`src/pkg/ldo_ctl_pkg.sv`:
```
package ldo_ctl_pkg;
  localparam int CLK_MHZ = 20;
  localparam logic [1:0] MODE_REG = 2'h0;
  localparam logic [1:0] MODE_BYPASS = 2'h1;
  localparam logic [1:0] MODE_SWITCH = 2'h2;
  localparam logic [1:0] MODE_EXTMON = 2'h3;
  localparam int BLANK_US_0 = 250;
  localparam int BLANK_US_1 = 500;
  localparam int BLANK_US_2 = 1000;
  localparam int BLANK_US_3 = 2500;
  localparam int MASK_US_0 = 500;
  localparam int MASK_US_1 = 1000;
  localparam int MASK_US_2 = 2000;
  localparam int MASK_US_3 = 5000;
  localparam int TMR_W = 17;
  localparam int DISCH_US = 600;
  localparam int DISCH_CYC = DISCH_US * CLK_MHZ;
  localparam logic [4:0] VCODE_RST = 5'h00;
  localparam logic [7:0] SLOT_RST = 8'h00;
  // register map of the software port
  localparam logic [3:0] ADDR_CTRL = 4'h0;
  localparam logic [3:0] ADDR_VOLT = 4'h1;
  localparam logic [3:0] ADDR_SLOT = 4'h2;
  localparam logic [3:0] ADDR_STAT = 4'h3;
  localparam logic [3:0] ADDR_IRQ = 4'h4;
  localparam logic [3:0] ADDR_MASK = 4'h5;
  localparam int CTRL_RUN_EN = 0;
  localparam int CTRL_STBY_EN = 1;
  localparam int IRQ_W = 4;
  localparam int EV_OV = 0;
  localparam int EV_UV = 1;
  localparam int EV_BLANK_DONE = 2;
  localparam int EV_MASK_DONE = 3;
  typedef enum logic [2:0] {
    ST_OFF = 3'b000,
    ST_WAIT_SLOT = 3'b001,
    ST_ON = 3'b010,
    ST_DISCH = 3'b011,
    ST_TRI = 3'b100
  } out_state_e;
endpackage

```
`src/pkg/ldo_tmr_if.sv`:
```
interface ldo_tmr_if;
  logic start;
  logic [1:0] sel;
  logic early_stop;
  logic busy;
  logic done;
  modport ctl (output start, output sel, output early_stop, input busy, input done);
  modport tmr (input start, input sel, input early_stop, output busy, output done);
endinterface

```
`src/ldo_blank_timer.sv`:
```
module ldo_blank_timer #(
  parameter int US_0 = 250,
  parameter int US_1 = 500,
  parameter int US_2 = 1000,
  parameter int US_3 = 2500
) (
  input wire logic i_clk,
  input wire logic i_rst_n,
  ldo_tmr_if.tmr t
);
  import ldo_ctl_pkg::*;
  // cycle counts derived from the microsecond figures
  localparam logic [TMR_W-1:0] CYC_0 = TMR_W'(US_0 * CLK_MHZ);
  localparam logic [TMR_W-1:0] CYC_1 = TMR_W'(US_1 * CLK_MHZ);
  localparam logic [TMR_W-1:0] CYC_2 = TMR_W'(US_2 * CLK_MHZ);
  localparam logic [TMR_W-1:0] CYC_3 = TMR_W'(US_3 * CLK_MHZ);
  logic [TMR_W-1:0] cnt_r;
  wire [TMR_W-1:0] load_val = (t.sel == 2'h0) ? CYC_0 : (t.sel == 2'h1) ? CYC_1 :
                              (t.sel == 2'h2) ? CYC_2 : CYC_3;
  assign t.busy = (cnt_r != '0);
  assign t.done = (cnt_r == TMR_W'(1)) && !t.start && !t.early_stop;
  // down-counter; early stop abandons the remaining time
  always_ff @(posedge i_clk or negedge i_rst_n) begin
    if (!i_rst_n) begin
      cnt_r <= '0;
    end else if (t.start) begin
      cnt_r <= load_val;
    end else if (t.early_stop) begin
      cnt_r <= '0;
    end else if (cnt_r != '0) begin
      cnt_r <= cnt_r - TMR_W'(1);
    end
  end
endmodule

```
`src/ldo_mode_monitor_control.sv`:
```
// Behaviour
// [RULE_01] two-bit field picks one of four modes
// [RULE_02] load switch: plain on/off by enables, slot
// [RULE_03] switch mode level: run code, standby code
// [RULE_04] bypass: only monitor on, through RUN
// [RULE_05] bypass turn-on blanks faults, four durations
// [RULE_06] blanking only on turn-on as monitor
// [RULE_07] supply in regulation ends blanking early
// [RULE_08] setpoint change in RUN masks faults
// [RULE_09] standby output only if enable, at slot
// [RULE_10] monitored standby: discharge when target drops
// [RULE_11] low-power standby: monitor off, tri-state
// [RULE_12] avoid bypass when standby supervision matters
// [RULE_13] external regulator must release high impedance
// [RULE_14] external regulator tolerates pre-biased start
// [RULE_15] run enable defaults from sequence membership
// [RULE_16] standby enable, codes load from defaults
// [RULE_17] timers are down-counters on reference clock
module ldo_mode_monitor_control #(
  parameter int DISCH_CYCLES = ldo_ctl_pkg::DISCH_CYC
) (
  input wire logic I_CLK,
  input wire logic I_RST_N,
  input wire logic [1:0] i_channel_mode_select,
  input wire logic i_low_power_standby_select,
  input wire logic i_in_sequence,
  input wire logic i_standby_enable_default,
  input wire logic [4:0] i_run_code_default,
  input wire logic [4:0] i_stby_code_default,
  input wire logic [1:0] i_monitor_blanking_select,
  input wire logic [1:0] i_monitor_mask_select,
  input wire logic i_load_defaults,
  input wire logic i_state_run,
  input wire logic i_state_standby,
  input wire logic [7:0] i_slot_now,
  input wire logic i_slot_tick,
  input wire logic i_in_regulation,
  input wire logic i_ov_raw,
  input wire logic i_uv_raw,
  input wire logic [3:0] i_addr,
  input wire logic [7:0] i_wdata,
  input wire logic i_wr,
  input wire logic i_rd,
  output logic [7:0] o_rdata,
  output logic o_regulator_on,
  output logic o_channel_voltage_monitor_en,
  output logic [4:0] o_monitor_level,
  output logic o_discharge_on,
  output logic o_output_tristate,
  output logic o_ov_fault,
  output logic o_uv_fault,
  output logic o_irq
);
  import ldo_ctl_pkg::*;

  // ************************************************************
  // configuration registers
  // ************************************************************
  logic run_output_enable_r;
  logic standby_output_enable_r;
  logic [4:0] run_voltage_code_r;
  logic [4:0] standby_voltage_code_r;
  logic [7:0] sequence_slot_r;
  logic [IRQ_W-1:0] irq_stat_r;
  logic [IRQ_W-1:0] irq_mask_r;
  logic [7:0] rdata_r;
  out_state_e st_r;
  out_state_e st_nxt;
  logic run_d_r;
  logic stby_d_r;
  logic [$clog2(DISCH_CYCLES+1)-1:0] dis_cnt_r;

  // mode decode
  wire mode_reg = (i_channel_mode_select == MODE_REG); // RULE_01
  wire mode_byp = (i_channel_mode_select == MODE_BYPASS); // RULE_01
  wire mode_sw = (i_channel_mode_select == MODE_SWITCH); // RULE_01
  wire mode_ext = (i_channel_mode_select == MODE_EXTMON); // RULE_01

  // bus decode
  wire wr_ctrl = i_wr && (i_addr == ADDR_CTRL);
  wire wr_volt = i_wr && (i_addr == ADDR_VOLT);
  wire wr_slot = i_wr && (i_addr == ADDR_SLOT);
  wire wr_mask = i_wr && (i_addr == ADDR_MASK);
  wire rd_irq = i_rd && (i_addr == ADDR_IRQ);

  // setpoint write during RUN changes the expected level
  wire run_code_chg = wr_volt && i_state_run && (i_wdata[4:0] != run_voltage_code_r);

  // defaults load at power-up; software writes afterwards
  always_ff @(posedge I_CLK or negedge I_RST_N) begin
    if (!I_RST_N) begin
      run_output_enable_r <= 1'b0;
      standby_output_enable_r <= 1'b0;
      run_voltage_code_r <= VCODE_RST;
      standby_voltage_code_r <= VCODE_RST;
      sequence_slot_r <= SLOT_RST;
      irq_mask_r <= '0;
    end else if (i_load_defaults) begin
      run_output_enable_r <= i_in_sequence; // RULE_15
      standby_output_enable_r <= i_standby_enable_default; // RULE_16
      run_voltage_code_r <= i_run_code_default; // RULE_16
      standby_voltage_code_r <= i_stby_code_default; // RULE_16
    end else begin
      if (wr_ctrl) begin
        run_output_enable_r <= i_wdata[CTRL_RUN_EN];
        standby_output_enable_r <= i_wdata[CTRL_STBY_EN];
      end
      if (wr_volt) begin
        run_voltage_code_r <= i_wdata[4:0];
      end
      if (wr_slot) begin
        sequence_slot_r <= i_wdata;
      end
      if (wr_mask) begin
        irq_mask_r <= i_wdata[IRQ_W-1:0];
      end
    end
  end

  // ************************************************************
  // output sequencing
  // ************************************************************
  wire want_run = i_state_run && run_output_enable_r;
  wire want_stby = i_state_standby && standby_output_enable_r; // RULE_09
  wire want_on = want_run || want_stby; // RULE_02
  wire slot_hit = i_slot_tick && (i_slot_now == sequence_slot_r); // RULE_09
  wire stby_entry = i_state_standby && !stby_d_r;
  wire drop_level = standby_voltage_code_r < run_voltage_code_r;
  wire dis_done = (dis_cnt_r == '0);

  // next state of the output gate
  always_comb begin
    st_nxt = st_r;
    case (st_r)
      ST_OFF: begin
        if (want_on) begin
          st_nxt = ST_WAIT_SLOT;
        end
      end
      ST_WAIT_SLOT: begin
        if (!want_on) begin
          st_nxt = ST_OFF;
        end else if (slot_hit || (i_state_run && run_d_r)) begin
          st_nxt = ST_ON; // RULE_09
        end
      end
      ST_ON: begin
        if (stby_entry && i_low_power_standby_select) begin
          st_nxt = ST_TRI; // RULE_11
        end else if (stby_entry && drop_level) begin
          st_nxt = ST_DISCH; // RULE_10
        end else if (!want_on) begin
          st_nxt = ST_OFF;
        end
      end
      ST_DISCH: begin
        if (dis_done) begin
          st_nxt = want_stby ? ST_WAIT_SLOT : ST_OFF;
        end
      end
      ST_TRI: begin
        if (!i_state_standby || want_stby) begin
          st_nxt = want_on ? ST_WAIT_SLOT : ST_OFF;
        end
      end
      default: begin
        st_nxt = ST_OFF;
      end
    endcase
  end

  // state, discharge counter and entry detectors
  always_ff @(posedge I_CLK or negedge I_RST_N) begin
    if (!I_RST_N) begin
      st_r <= ST_OFF;
      run_d_r <= 1'b0;
      stby_d_r <= 1'b0;
      dis_cnt_r <= '0;
    end else begin
      st_r <= st_nxt;
      run_d_r <= i_state_run;
      stby_d_r <= i_state_standby;
      if (st_r != ST_DISCH && st_nxt == ST_DISCH) begin
        dis_cnt_r <= ($clog2(DISCH_CYCLES+1))'(DISCH_CYCLES); // RULE_10
      end else if (!dis_done) begin
        dis_cnt_r <= dis_cnt_r - 1'b1;
      end
    end
  end

  // ************************************************************
  // monitor, blanking and masking
  // ************************************************************
  wire on_now = (st_r == ST_ON);
  wire turn_on = (st_r != ST_ON) && (st_nxt == ST_ON);
  wire lp_stby = i_state_standby && i_low_power_standby_select;
  // bypass keeps the pass device off; only the monitor runs
  assign o_regulator_on = on_now && !mode_byp && !mode_ext; // RULE_04
  assign o_channel_voltage_monitor_en = !lp_stby &&
    (on_now || st_r == ST_DISCH || (mode_byp && i_state_run)); // RULE_04 RULE_11
  assign o_monitor_level = i_state_standby ? standby_voltage_code_r : run_voltage_code_r; // RULE_03
  assign o_discharge_on = (st_r == ST_DISCH); // RULE_10
  assign o_output_tristate = (st_r == ST_TRI) || !o_regulator_on; // RULE_11

  ldo_tmr_if blank_if ();
  ldo_tmr_if mask_if ();
  // blanking only when turning on as monitor of the outside supply
  assign blank_if.start = turn_on && mode_byp && !i_state_standby; // RULE_05 RULE_06
  assign blank_if.sel = i_monitor_blanking_select;
  assign blank_if.early_stop = i_in_regulation; // RULE_07
  assign mask_if.start = run_code_chg; // RULE_08
  assign mask_if.sel = i_monitor_mask_select;
  assign mask_if.early_stop = 1'b0;

  ldo_blank_timer #(.US_0(BLANK_US_0), .US_1(BLANK_US_1), .US_2(BLANK_US_2), .US_3(BLANK_US_3))
    u_blank (.i_clk(I_CLK), .i_rst_n(I_RST_N), .t(blank_if)); // RULE_17
  ldo_blank_timer #(.US_0(MASK_US_0), .US_1(MASK_US_1), .US_2(MASK_US_2), .US_3(MASK_US_3))
    u_mask (.i_clk(I_CLK), .i_rst_n(I_RST_N), .t(mask_if)); // RULE_17

  // a bypass channel still waiting to turn on has not started blanking yet, so faults wait too
  wire byp_pending = mode_byp && want_on && !on_now; // RULE_05
  // faults pass only when monitoring and neither timer holds them
  wire fault_ok = o_channel_voltage_monitor_en && !blank_if.busy && !mask_if.busy && !blank_if.start
                  && !mask_if.start && !o_discharge_on && !byp_pending;
  assign o_ov_fault = fault_ok && i_ov_raw; // RULE_05 RULE_08
  assign o_uv_fault = fault_ok && i_uv_raw; // RULE_05 RULE_08

  // ************************************************************
  // interrupts and read port
  // ************************************************************
  // fault events are levels: a standing fault sets its bit again every cycle
  wire [IRQ_W-1:0] ev = {mask_if.done, blank_if.done, o_uv_fault, o_ov_fault};
  // set wins over the clear-on-read
  always_ff @(posedge I_CLK or negedge I_RST_N) begin
    if (!I_RST_N) begin
      irq_stat_r <= '0;
    end else begin
      irq_stat_r <= (rd_irq ? '0 : irq_stat_r) | ev;
    end
  end
  // a set mask bit keeps its status bit off the interrupt line
  assign o_irq = |(irq_stat_r & ~irq_mask_r);

  wire [7:0] rd_mux =
    (i_addr == ADDR_CTRL) ? {6'h00, standby_output_enable_r, run_output_enable_r} :
    (i_addr == ADDR_VOLT) ? {3'h0, run_voltage_code_r} :
    (i_addr == ADDR_SLOT) ? sequence_slot_r :
    (i_addr == ADDR_STAT) ? {mode_reg, mode_sw, blank_if.busy, mask_if.busy, 1'b0, st_r} :
    (i_addr == ADDR_IRQ) ? {4'h0, irq_stat_r} :
    (i_addr == ADDR_MASK) ? {4'h0, irq_mask_r} : 8'h00;
  // read data stand only in the cycle after the strobe
  always_ff @(posedge I_CLK or negedge I_RST_N) begin
    if (!I_RST_N) begin
      rdata_r <= 8'h00;
    end else begin
      rdata_r <= i_rd ? rd_mux : 8'h00;
    end
  end
  assign o_rdata = rdata_r;

  // ************************************************************
  // checks
  // ************************************************************
  blank_mask_a: assert property (@(posedge I_CLK) disable iff (!I_RST_N) // RULE_05
    blank_if.busy |-> !o_ov_fault && !o_uv_fault) else $error("fault passed during blanking");
  blank_start_a: assert property (@(posedge I_CLK) disable iff (!I_RST_N) // RULE_06
    $rose(blank_if.busy) |-> on_now && $past(mode_byp) && !$past(i_state_standby))
    else $error("blanking outside bypass turn-on");
  early_end_a: assert property (@(posedge I_CLK) disable iff (!I_RST_N) // RULE_07
    i_in_regulation && !blank_if.start |=> !blank_if.busy) else $error("blanking not ended early");
  mask_hold_a: assert property (@(posedge I_CLK) disable iff (!I_RST_N) // RULE_08
    run_code_chg |=> mask_if.busy [*8]) else $error("masking too short");
  stby_gate_a: assert property (@(posedge I_CLK) disable iff (!I_RST_N) // RULE_09
    i_state_standby && !i_state_run && !standby_output_enable_r && $stable(i_state_standby)
    |=> st_r != ST_ON) else $error("standby output on while disabled");
  lp_tri_a: assert property (@(posedge I_CLK) disable iff (!I_RST_N) // RULE_11
    lp_stby |-> !o_channel_voltage_monitor_en) else $error("monitor on in low-power standby");
  disch_a: assert property (@(posedge I_CLK) disable iff (!I_RST_N) // RULE_10
    on_now && stby_entry && !i_low_power_standby_select && drop_level |=> o_discharge_on)
    else $error("no discharge on lowering entry");
  defaults_a: assert property (@(posedge I_CLK) disable iff (!I_RST_N) // RULE_15
    i_load_defaults |=> run_output_enable_r == $past(i_in_sequence)) else $error("run enable default wrong");
  level_a: assert property (@(posedge I_CLK) disable iff (!I_RST_N) // RULE_03
    i_state_standby |-> o_monitor_level == standby_voltage_code_r) else $error("wrong monitor level");
  // sequencing, masking and interrupt checks
  gate_off_a: assert property (@(posedge I_CLK) disable iff (!I_RST_N) // RULE_02
    !want_on |=> !on_now)
    else $error("output on with no enable");
  slot_wait_a: assert property (@(posedge I_CLK) disable iff (!I_RST_N) // RULE_09
    st_r == ST_WAIT_SLOT && !i_state_run && !slot_hit |=> !on_now)
    else $error("standby output on before its slot");
  lp_entry_a: assert property (@(posedge I_CLK) disable iff (!I_RST_N) // RULE_11
    on_now && stby_entry && i_low_power_standby_select |=> o_output_tristate && !o_discharge_on)
    else $error("low-power entry not tri-stated");
  disch_end_a: assert property (@(posedge I_CLK) disable iff (!I_RST_N) // RULE_10
    o_discharge_on && dis_done |=> !o_discharge_on)
    else $error("discharge outlasts its count");
  mask_gate_a: assert property (@(posedge I_CLK) disable iff (!I_RST_N) // RULE_08
    mask_if.busy |-> !o_ov_fault && !o_uv_fault)
    else $error("fault passed during masking");
  mask_flag_a: assert property (@(posedge I_CLK) disable iff (!I_RST_N) // RULE_08
    mask_if.done |=> irq_stat_r[EV_MASK_DONE])
    else $error("masking end not flagged");
  byp_mon_a: assert property (@(posedge I_CLK) disable iff (!I_RST_N) // RULE_04
    mode_byp && i_state_run && !i_state_standby |-> o_channel_voltage_monitor_en && !o_regulator_on)
    else $error("bypass drives output or monitor off");
endmodule

```
`config.mk`:
```
export PLATFORM = sky130hd
export DESIGN_NAME = ldo_mode_monitor_control
export DESIGN_NICKNAME = d
export VERILOG_FILES = /design/src/pkg/ldo_ctl_pkg.sv /design/src/pkg/ldo_tmr_if.sv /design/src/ldo_blank_timer.sv /design/src/ldo_mode_monitor_control.sv
export SDC_FILE = /design/constraint.sdc
export NUM_CORES = 1
export LEC_CHECK = 0
export ABC_AREA = 1
export BUFFER_PORTS_ARGS = -buffer_cell sky130_fd_sc_hd__buf_2
export CAP_MARGIN = 20
export CORE_MARGIN = 2
export CORE_UTILIZATION = 55
export DETAILED_ROUTE_END_ITERATION = 12
export GPL_ROUTABILITY_DRIVEN = 0
export PLACE_DENSITY = 0.77
export SLEW_MARGIN = 20
export SYNTH_ARGS = -nofsm -noshare
export SYNTH_HDL_FRONTEND = slang
export SYNTH_SLANG_ARGS = --single-unit
```
`constraint.sdc`:
```
create_clock -name I_CLK -period 2.15 [get_ports I_CLK]
set_clock_uncertainty 0.05 [all_clocks]
set_input_delay 0.215 -clock I_CLK [delete_from_list [all_inputs] [get_ports I_CLK]]
set_output_delay 0.215 -clock I_CLK [all_outputs]
set_load 0.05 [all_outputs]
```
==> flow_metrics.env <==
export IMPL_setup_viol=2
export IMPL_synth_top_family_by_area="simple AND/OR/NAND/NOR gates"
export IMPL_hold_class="in -> reg"
export IMPL_wl_um=14240
export IMPL_synth_area_um2=5505
export IMPL_drive_gt1_share_pct=22.45
export IMPL_synth_common_cells="nand2_1 (185), inv_1 (111), dfrtp_1 (89), nor2_1 (85), o21ai_0 (37)"
export IMPL_grt_pass1_wl_um=23460
export IMPL_startpoint_type="flip-flop"
export IMPL_drt_wirelength_per_cell_um=14.28
export IMPL_syn2layout_area_growth_pct=22.16
export IMPL_synth_simple_area_share_pct=29.80
export IMPL_drt_iter0_drc=371
export IMPL_violations="negative setup slack"
export IMPL_cts_buffer_depth=2
export IMPL_grt_pass1_vias=5160
export IMPL_critPathRequiredTime_ns=1.88
export IMPL_nets=930
export IMPL_synth_most_common_cell="nand2_1"
export IMPL_tritoncts="done"
export IMPL_viasPerCell=5.382
export IMPL_combPwrFrac_pct=42.4
export IMPL_drc=0
export IMPL_synthFlopType="dfrtp_1"
export IMPL_cp_common_cell="nand2_2"
export IMPL_synth_xor_area_share_pct=4.614
export IMPL_num_antenna_cells=0
export IMPL_dp_slack_ns=0.04236
export IMPL_async_reset_ff_share_pct=100.0
export IMPL_syn_area_per_cell_um2=7.440
export IMPL_cap_violations=0
export IMPL_synth_largest_area_cell="dfrtp_1"
export IMPL_worst_setup_path_end_kind="primary output"
export IMPL_antenna_found_initial=0
export IMPL_worst_slack_ns=-0.06920
export IMPL_cp_max_fo=4
export IMPL_synth_edff_count=0
export IMPL_cpMaxStageDelayCell="dfrtp_1"
export IMPL_worst_pin_slew_ns=0.5669
export IMPL_ys_ff_latch=89
export IMPL_antenna_left=0
export IMPL_synth_area_mux_share_pct=0.2045
export IMPL_synth_compound_area_share_pct=10.77
export IMPL_cts_max_level=3
export IMPL_critPathKind="reg -> out"
export IMPL_initial_utilization_pct=56.58
export IMPL_grt_max_degree=42
export IMPL_synthAdderAreaFrac_pct=4.773
export IMPL_die_y_um=104.0
export IMPL_final_cell_count_no_fill=997
export IMPL_min_period_over_period_pct=103.2
export IMPL_hold_viol_final=0
export IMPL_clockRootBuffer="clkbuf_8"
export IMPL_fmax_ghz=0.4506
export IMPL_clk_pin_slew_ns=0.09
export IMPL_drtPass1Iterations=5
export IMPL_slew_headroom_pct=62.21
export IMPL_synth_top_area_share_pct=40.45
export IMPL_syn_inst=740
export IMPL_grt_use_total_pct=26.29
export IMPL_synth_fp_nets=811
export IMPL_p_sw_mw=2.722
export IMPL_die_w_um=104.0
export IMPL_gr_total_overflow=0
export IMPL_intPower_mw=3.961
export IMPL_ys_warn_count=0
export IMPL_cts_buffers=9
export IMPL_fp_row_count=36
export IMPL_ir_drop_mv=0.6670
export IMPL_numPlacedInstances=946
export IMPL_p_leak_nw=3.598
export IMPL_power_density_nw_per_um2=993.7
export IMPL_vias=5366
export IMPL_portBuffers=69
export IMPL_synth_top_cells_by_area="dfrtp_1 (40%), nand2_1 (13%), inv_1 (7.6%), nor2_1 (5.8%), ha_1 (4.8%)"
export IMPL_max_stage_delay_ns=0.41
export IMPL_rsz0062_at_grt="yes"
export IMPL_maxSlewViolCount=0
export IMPL_layout_min_cycle_time_ns=2.219
export IMPL_p_sw_share_pct=40.73
export IMPL_die_area_um2=10830
export IMPL_clkPwrFrac_pct=19.9
export IMPL_cts_sinks=89
export IMPL_core_um2=9729
export IMPL_clk_latency_ns=0.38
export IMPL_dp_hpwl_um=10140
export IMPL_power_mw=6.683
export IMPL_seq_power_share_pct=37.7
export IMPL_cp_arrival_ns=1.95
export IMPL_status="complete, but fails checks"
export IMPL_ys_seq_area_share_pct=40.45
export IMPL_ys_types=51
export IMPL_io_pin_count=70
export IMPL_crit_chain="inv_1, nand2_2, nor2_2, nand2_2, nor2_4, nand2_2, clkinv_2, nand4_4, nor2_2, buf_6"
export IMPL_setup_tns_ns=-0.1160
-- cell usage in the layout (no fill, tap or decap), types with 4 or more instances in the layout --
master / count
nand2_2: 12
inv_2: 12
nand2_1: 182
o21ai_0: 34
a31oi_1: 4
xnor2_1: 9
nand4_1: 16
o22ai_1: 4
nor2_4: 9
nor3_1: 17
buf_4: 40
a21oi_1: 34
buf_2: 66
dfrtp_1: 88
xor2_1: 20
o21ai_1: 7
nand3_1: 20
nor2_2: 13
nor2_1: 75
clkbuf_8: 11
ha_1: 19
dlygate4sd3_1: 7
inv_1: 105
-- state kept, by name, indices dropped and copies added, names as in the netlist --
name                     flops
run_output_enable_r          1
run_d_r                      1
dis_cnt_r                   14
u_mask.cnt_r                17
u_blank.cnt_r               17
standby_output_enable_r      1
st_r                         3
sequence_slot_r              8
irq_stat_r                   4
run_voltage_code_r           5
standby_voltage_code_r       5
o_rdata                      8
irq_mask_r                   4
stby_d_r                     1
-- kinds of logic (layout without fill, tap and decap cells) --
| logic type | Yosys count | after routing |
|---|---|---|
| adders and majority gates | 21 | 21 |
| buffers and inverters | 131 | 254 |
| AOI/OAI and AO/OA | 104 | 104 |
| and+or+nand+nor | 365 | 366 |
| xor gates and xnor gates | 29 | 29 |
| DFF | 89 | 89 |
| muxes | 1 | 1 |
-- worst max-delay path: cells and delay by family (launching register included) --
kind | cells | cell delay (ns)
buffers and inverters | 3 | 0.37
DFF | 1 | 0.41
and+or+nand+nor | 7 | 0.81
-- power groups by stage --
| stage | registers [mW] | clock network (mW) | logic (mW) |
|---|---|---|---|
| 6_report | 2.52 | 1.33 | 2.83 |
| 4_1_cts | 2.49 | 1.35 | 2.55 |
| 3_3_place_gp | 2.50 | 0 | 2.29 |
| 2_1_floorplan | 2.43 | 0 | 1.83 |
| 3_5_place_dp | 2.52 | 0 | 2.38 |
| 5_1_grt | 2.57 | 1.41 | 3.17 |
-- path summary, 6_finish.rpt --
path                                                        start                        endpoint  slack, ns  cells past startpoint
worst min register to register            irq_stat_r[3]$_DFF_PN0_         irq_stat_r[3]$_DFF_PN0_       0.45                      2
worst max-delay path                 u_blank.cnt_r[4]$_DFFE_PN0P_                      o_uv_fault      -0.07                     10
worst max register to register  run_voltage_code_r[4]$_DFFE_PN0P_       dis_cnt_r[10]$_DFFE_PN0P_       0.12                      9
worst min-delay path                                   i_wdata[5]  sequence_slot_r[5]$_DFFE_PN0P_       0.02                      2
max in group asynchronous                                 I_RST_N        dis_cnt_r[5]$_DFFE_PN0P_       1.12                      3
min in group asynchronous                                 I_RST_N  sequence_slot_r[6]$_DFFE_PN0P_       0.31                      2
-- per-layer routing --
layer  part of all wire, %  wire, um  vias up  GRT usage [%]
met5                     0         0        -              0
met2                    50      7050      193          44.88
met1                    42      5987     2551          34.50
met4                   2.1       301        0          8.977
li1                      -         -     2595              -
met3                   6.3       897       27          3.571
-- timing repair --
action                                 4_1_cts  5_1_grt
gates resized for setup                     20       26
setup endpoints to repair                    2       16
buffers inserted                            15       13
hold buffers                                 7        0
cloned                                       0        1
endpoints found under the hold margin       45        0
pin swaps                                    9       13
-- through the flow --
stage               hold WS [ns]  area (um^2)  utilization (%)
floorplan                -0.1306         5508                -
global placement          0.1885         6077            62.46
detailed placement        0.1969         6077            62.46
CTS                      0.01908         6559            67.41
global route             0.02869         6725            69.12
finish                   0.01773         6725            69.12
-- layout make-up --
class | instances | area [um^2]
repair buffers | 116 | 747.0
well taps | 133 | 166.4
clock inverters | 4 | 73.82
flip-flops and latches | 89 | 2228
multi-input cells | 521 | 2892
inverters | 122 | 462.9
fillers | 816 | 3004
clock buffers | 12 | 155.1
Power figures use the tool's default switching activity.
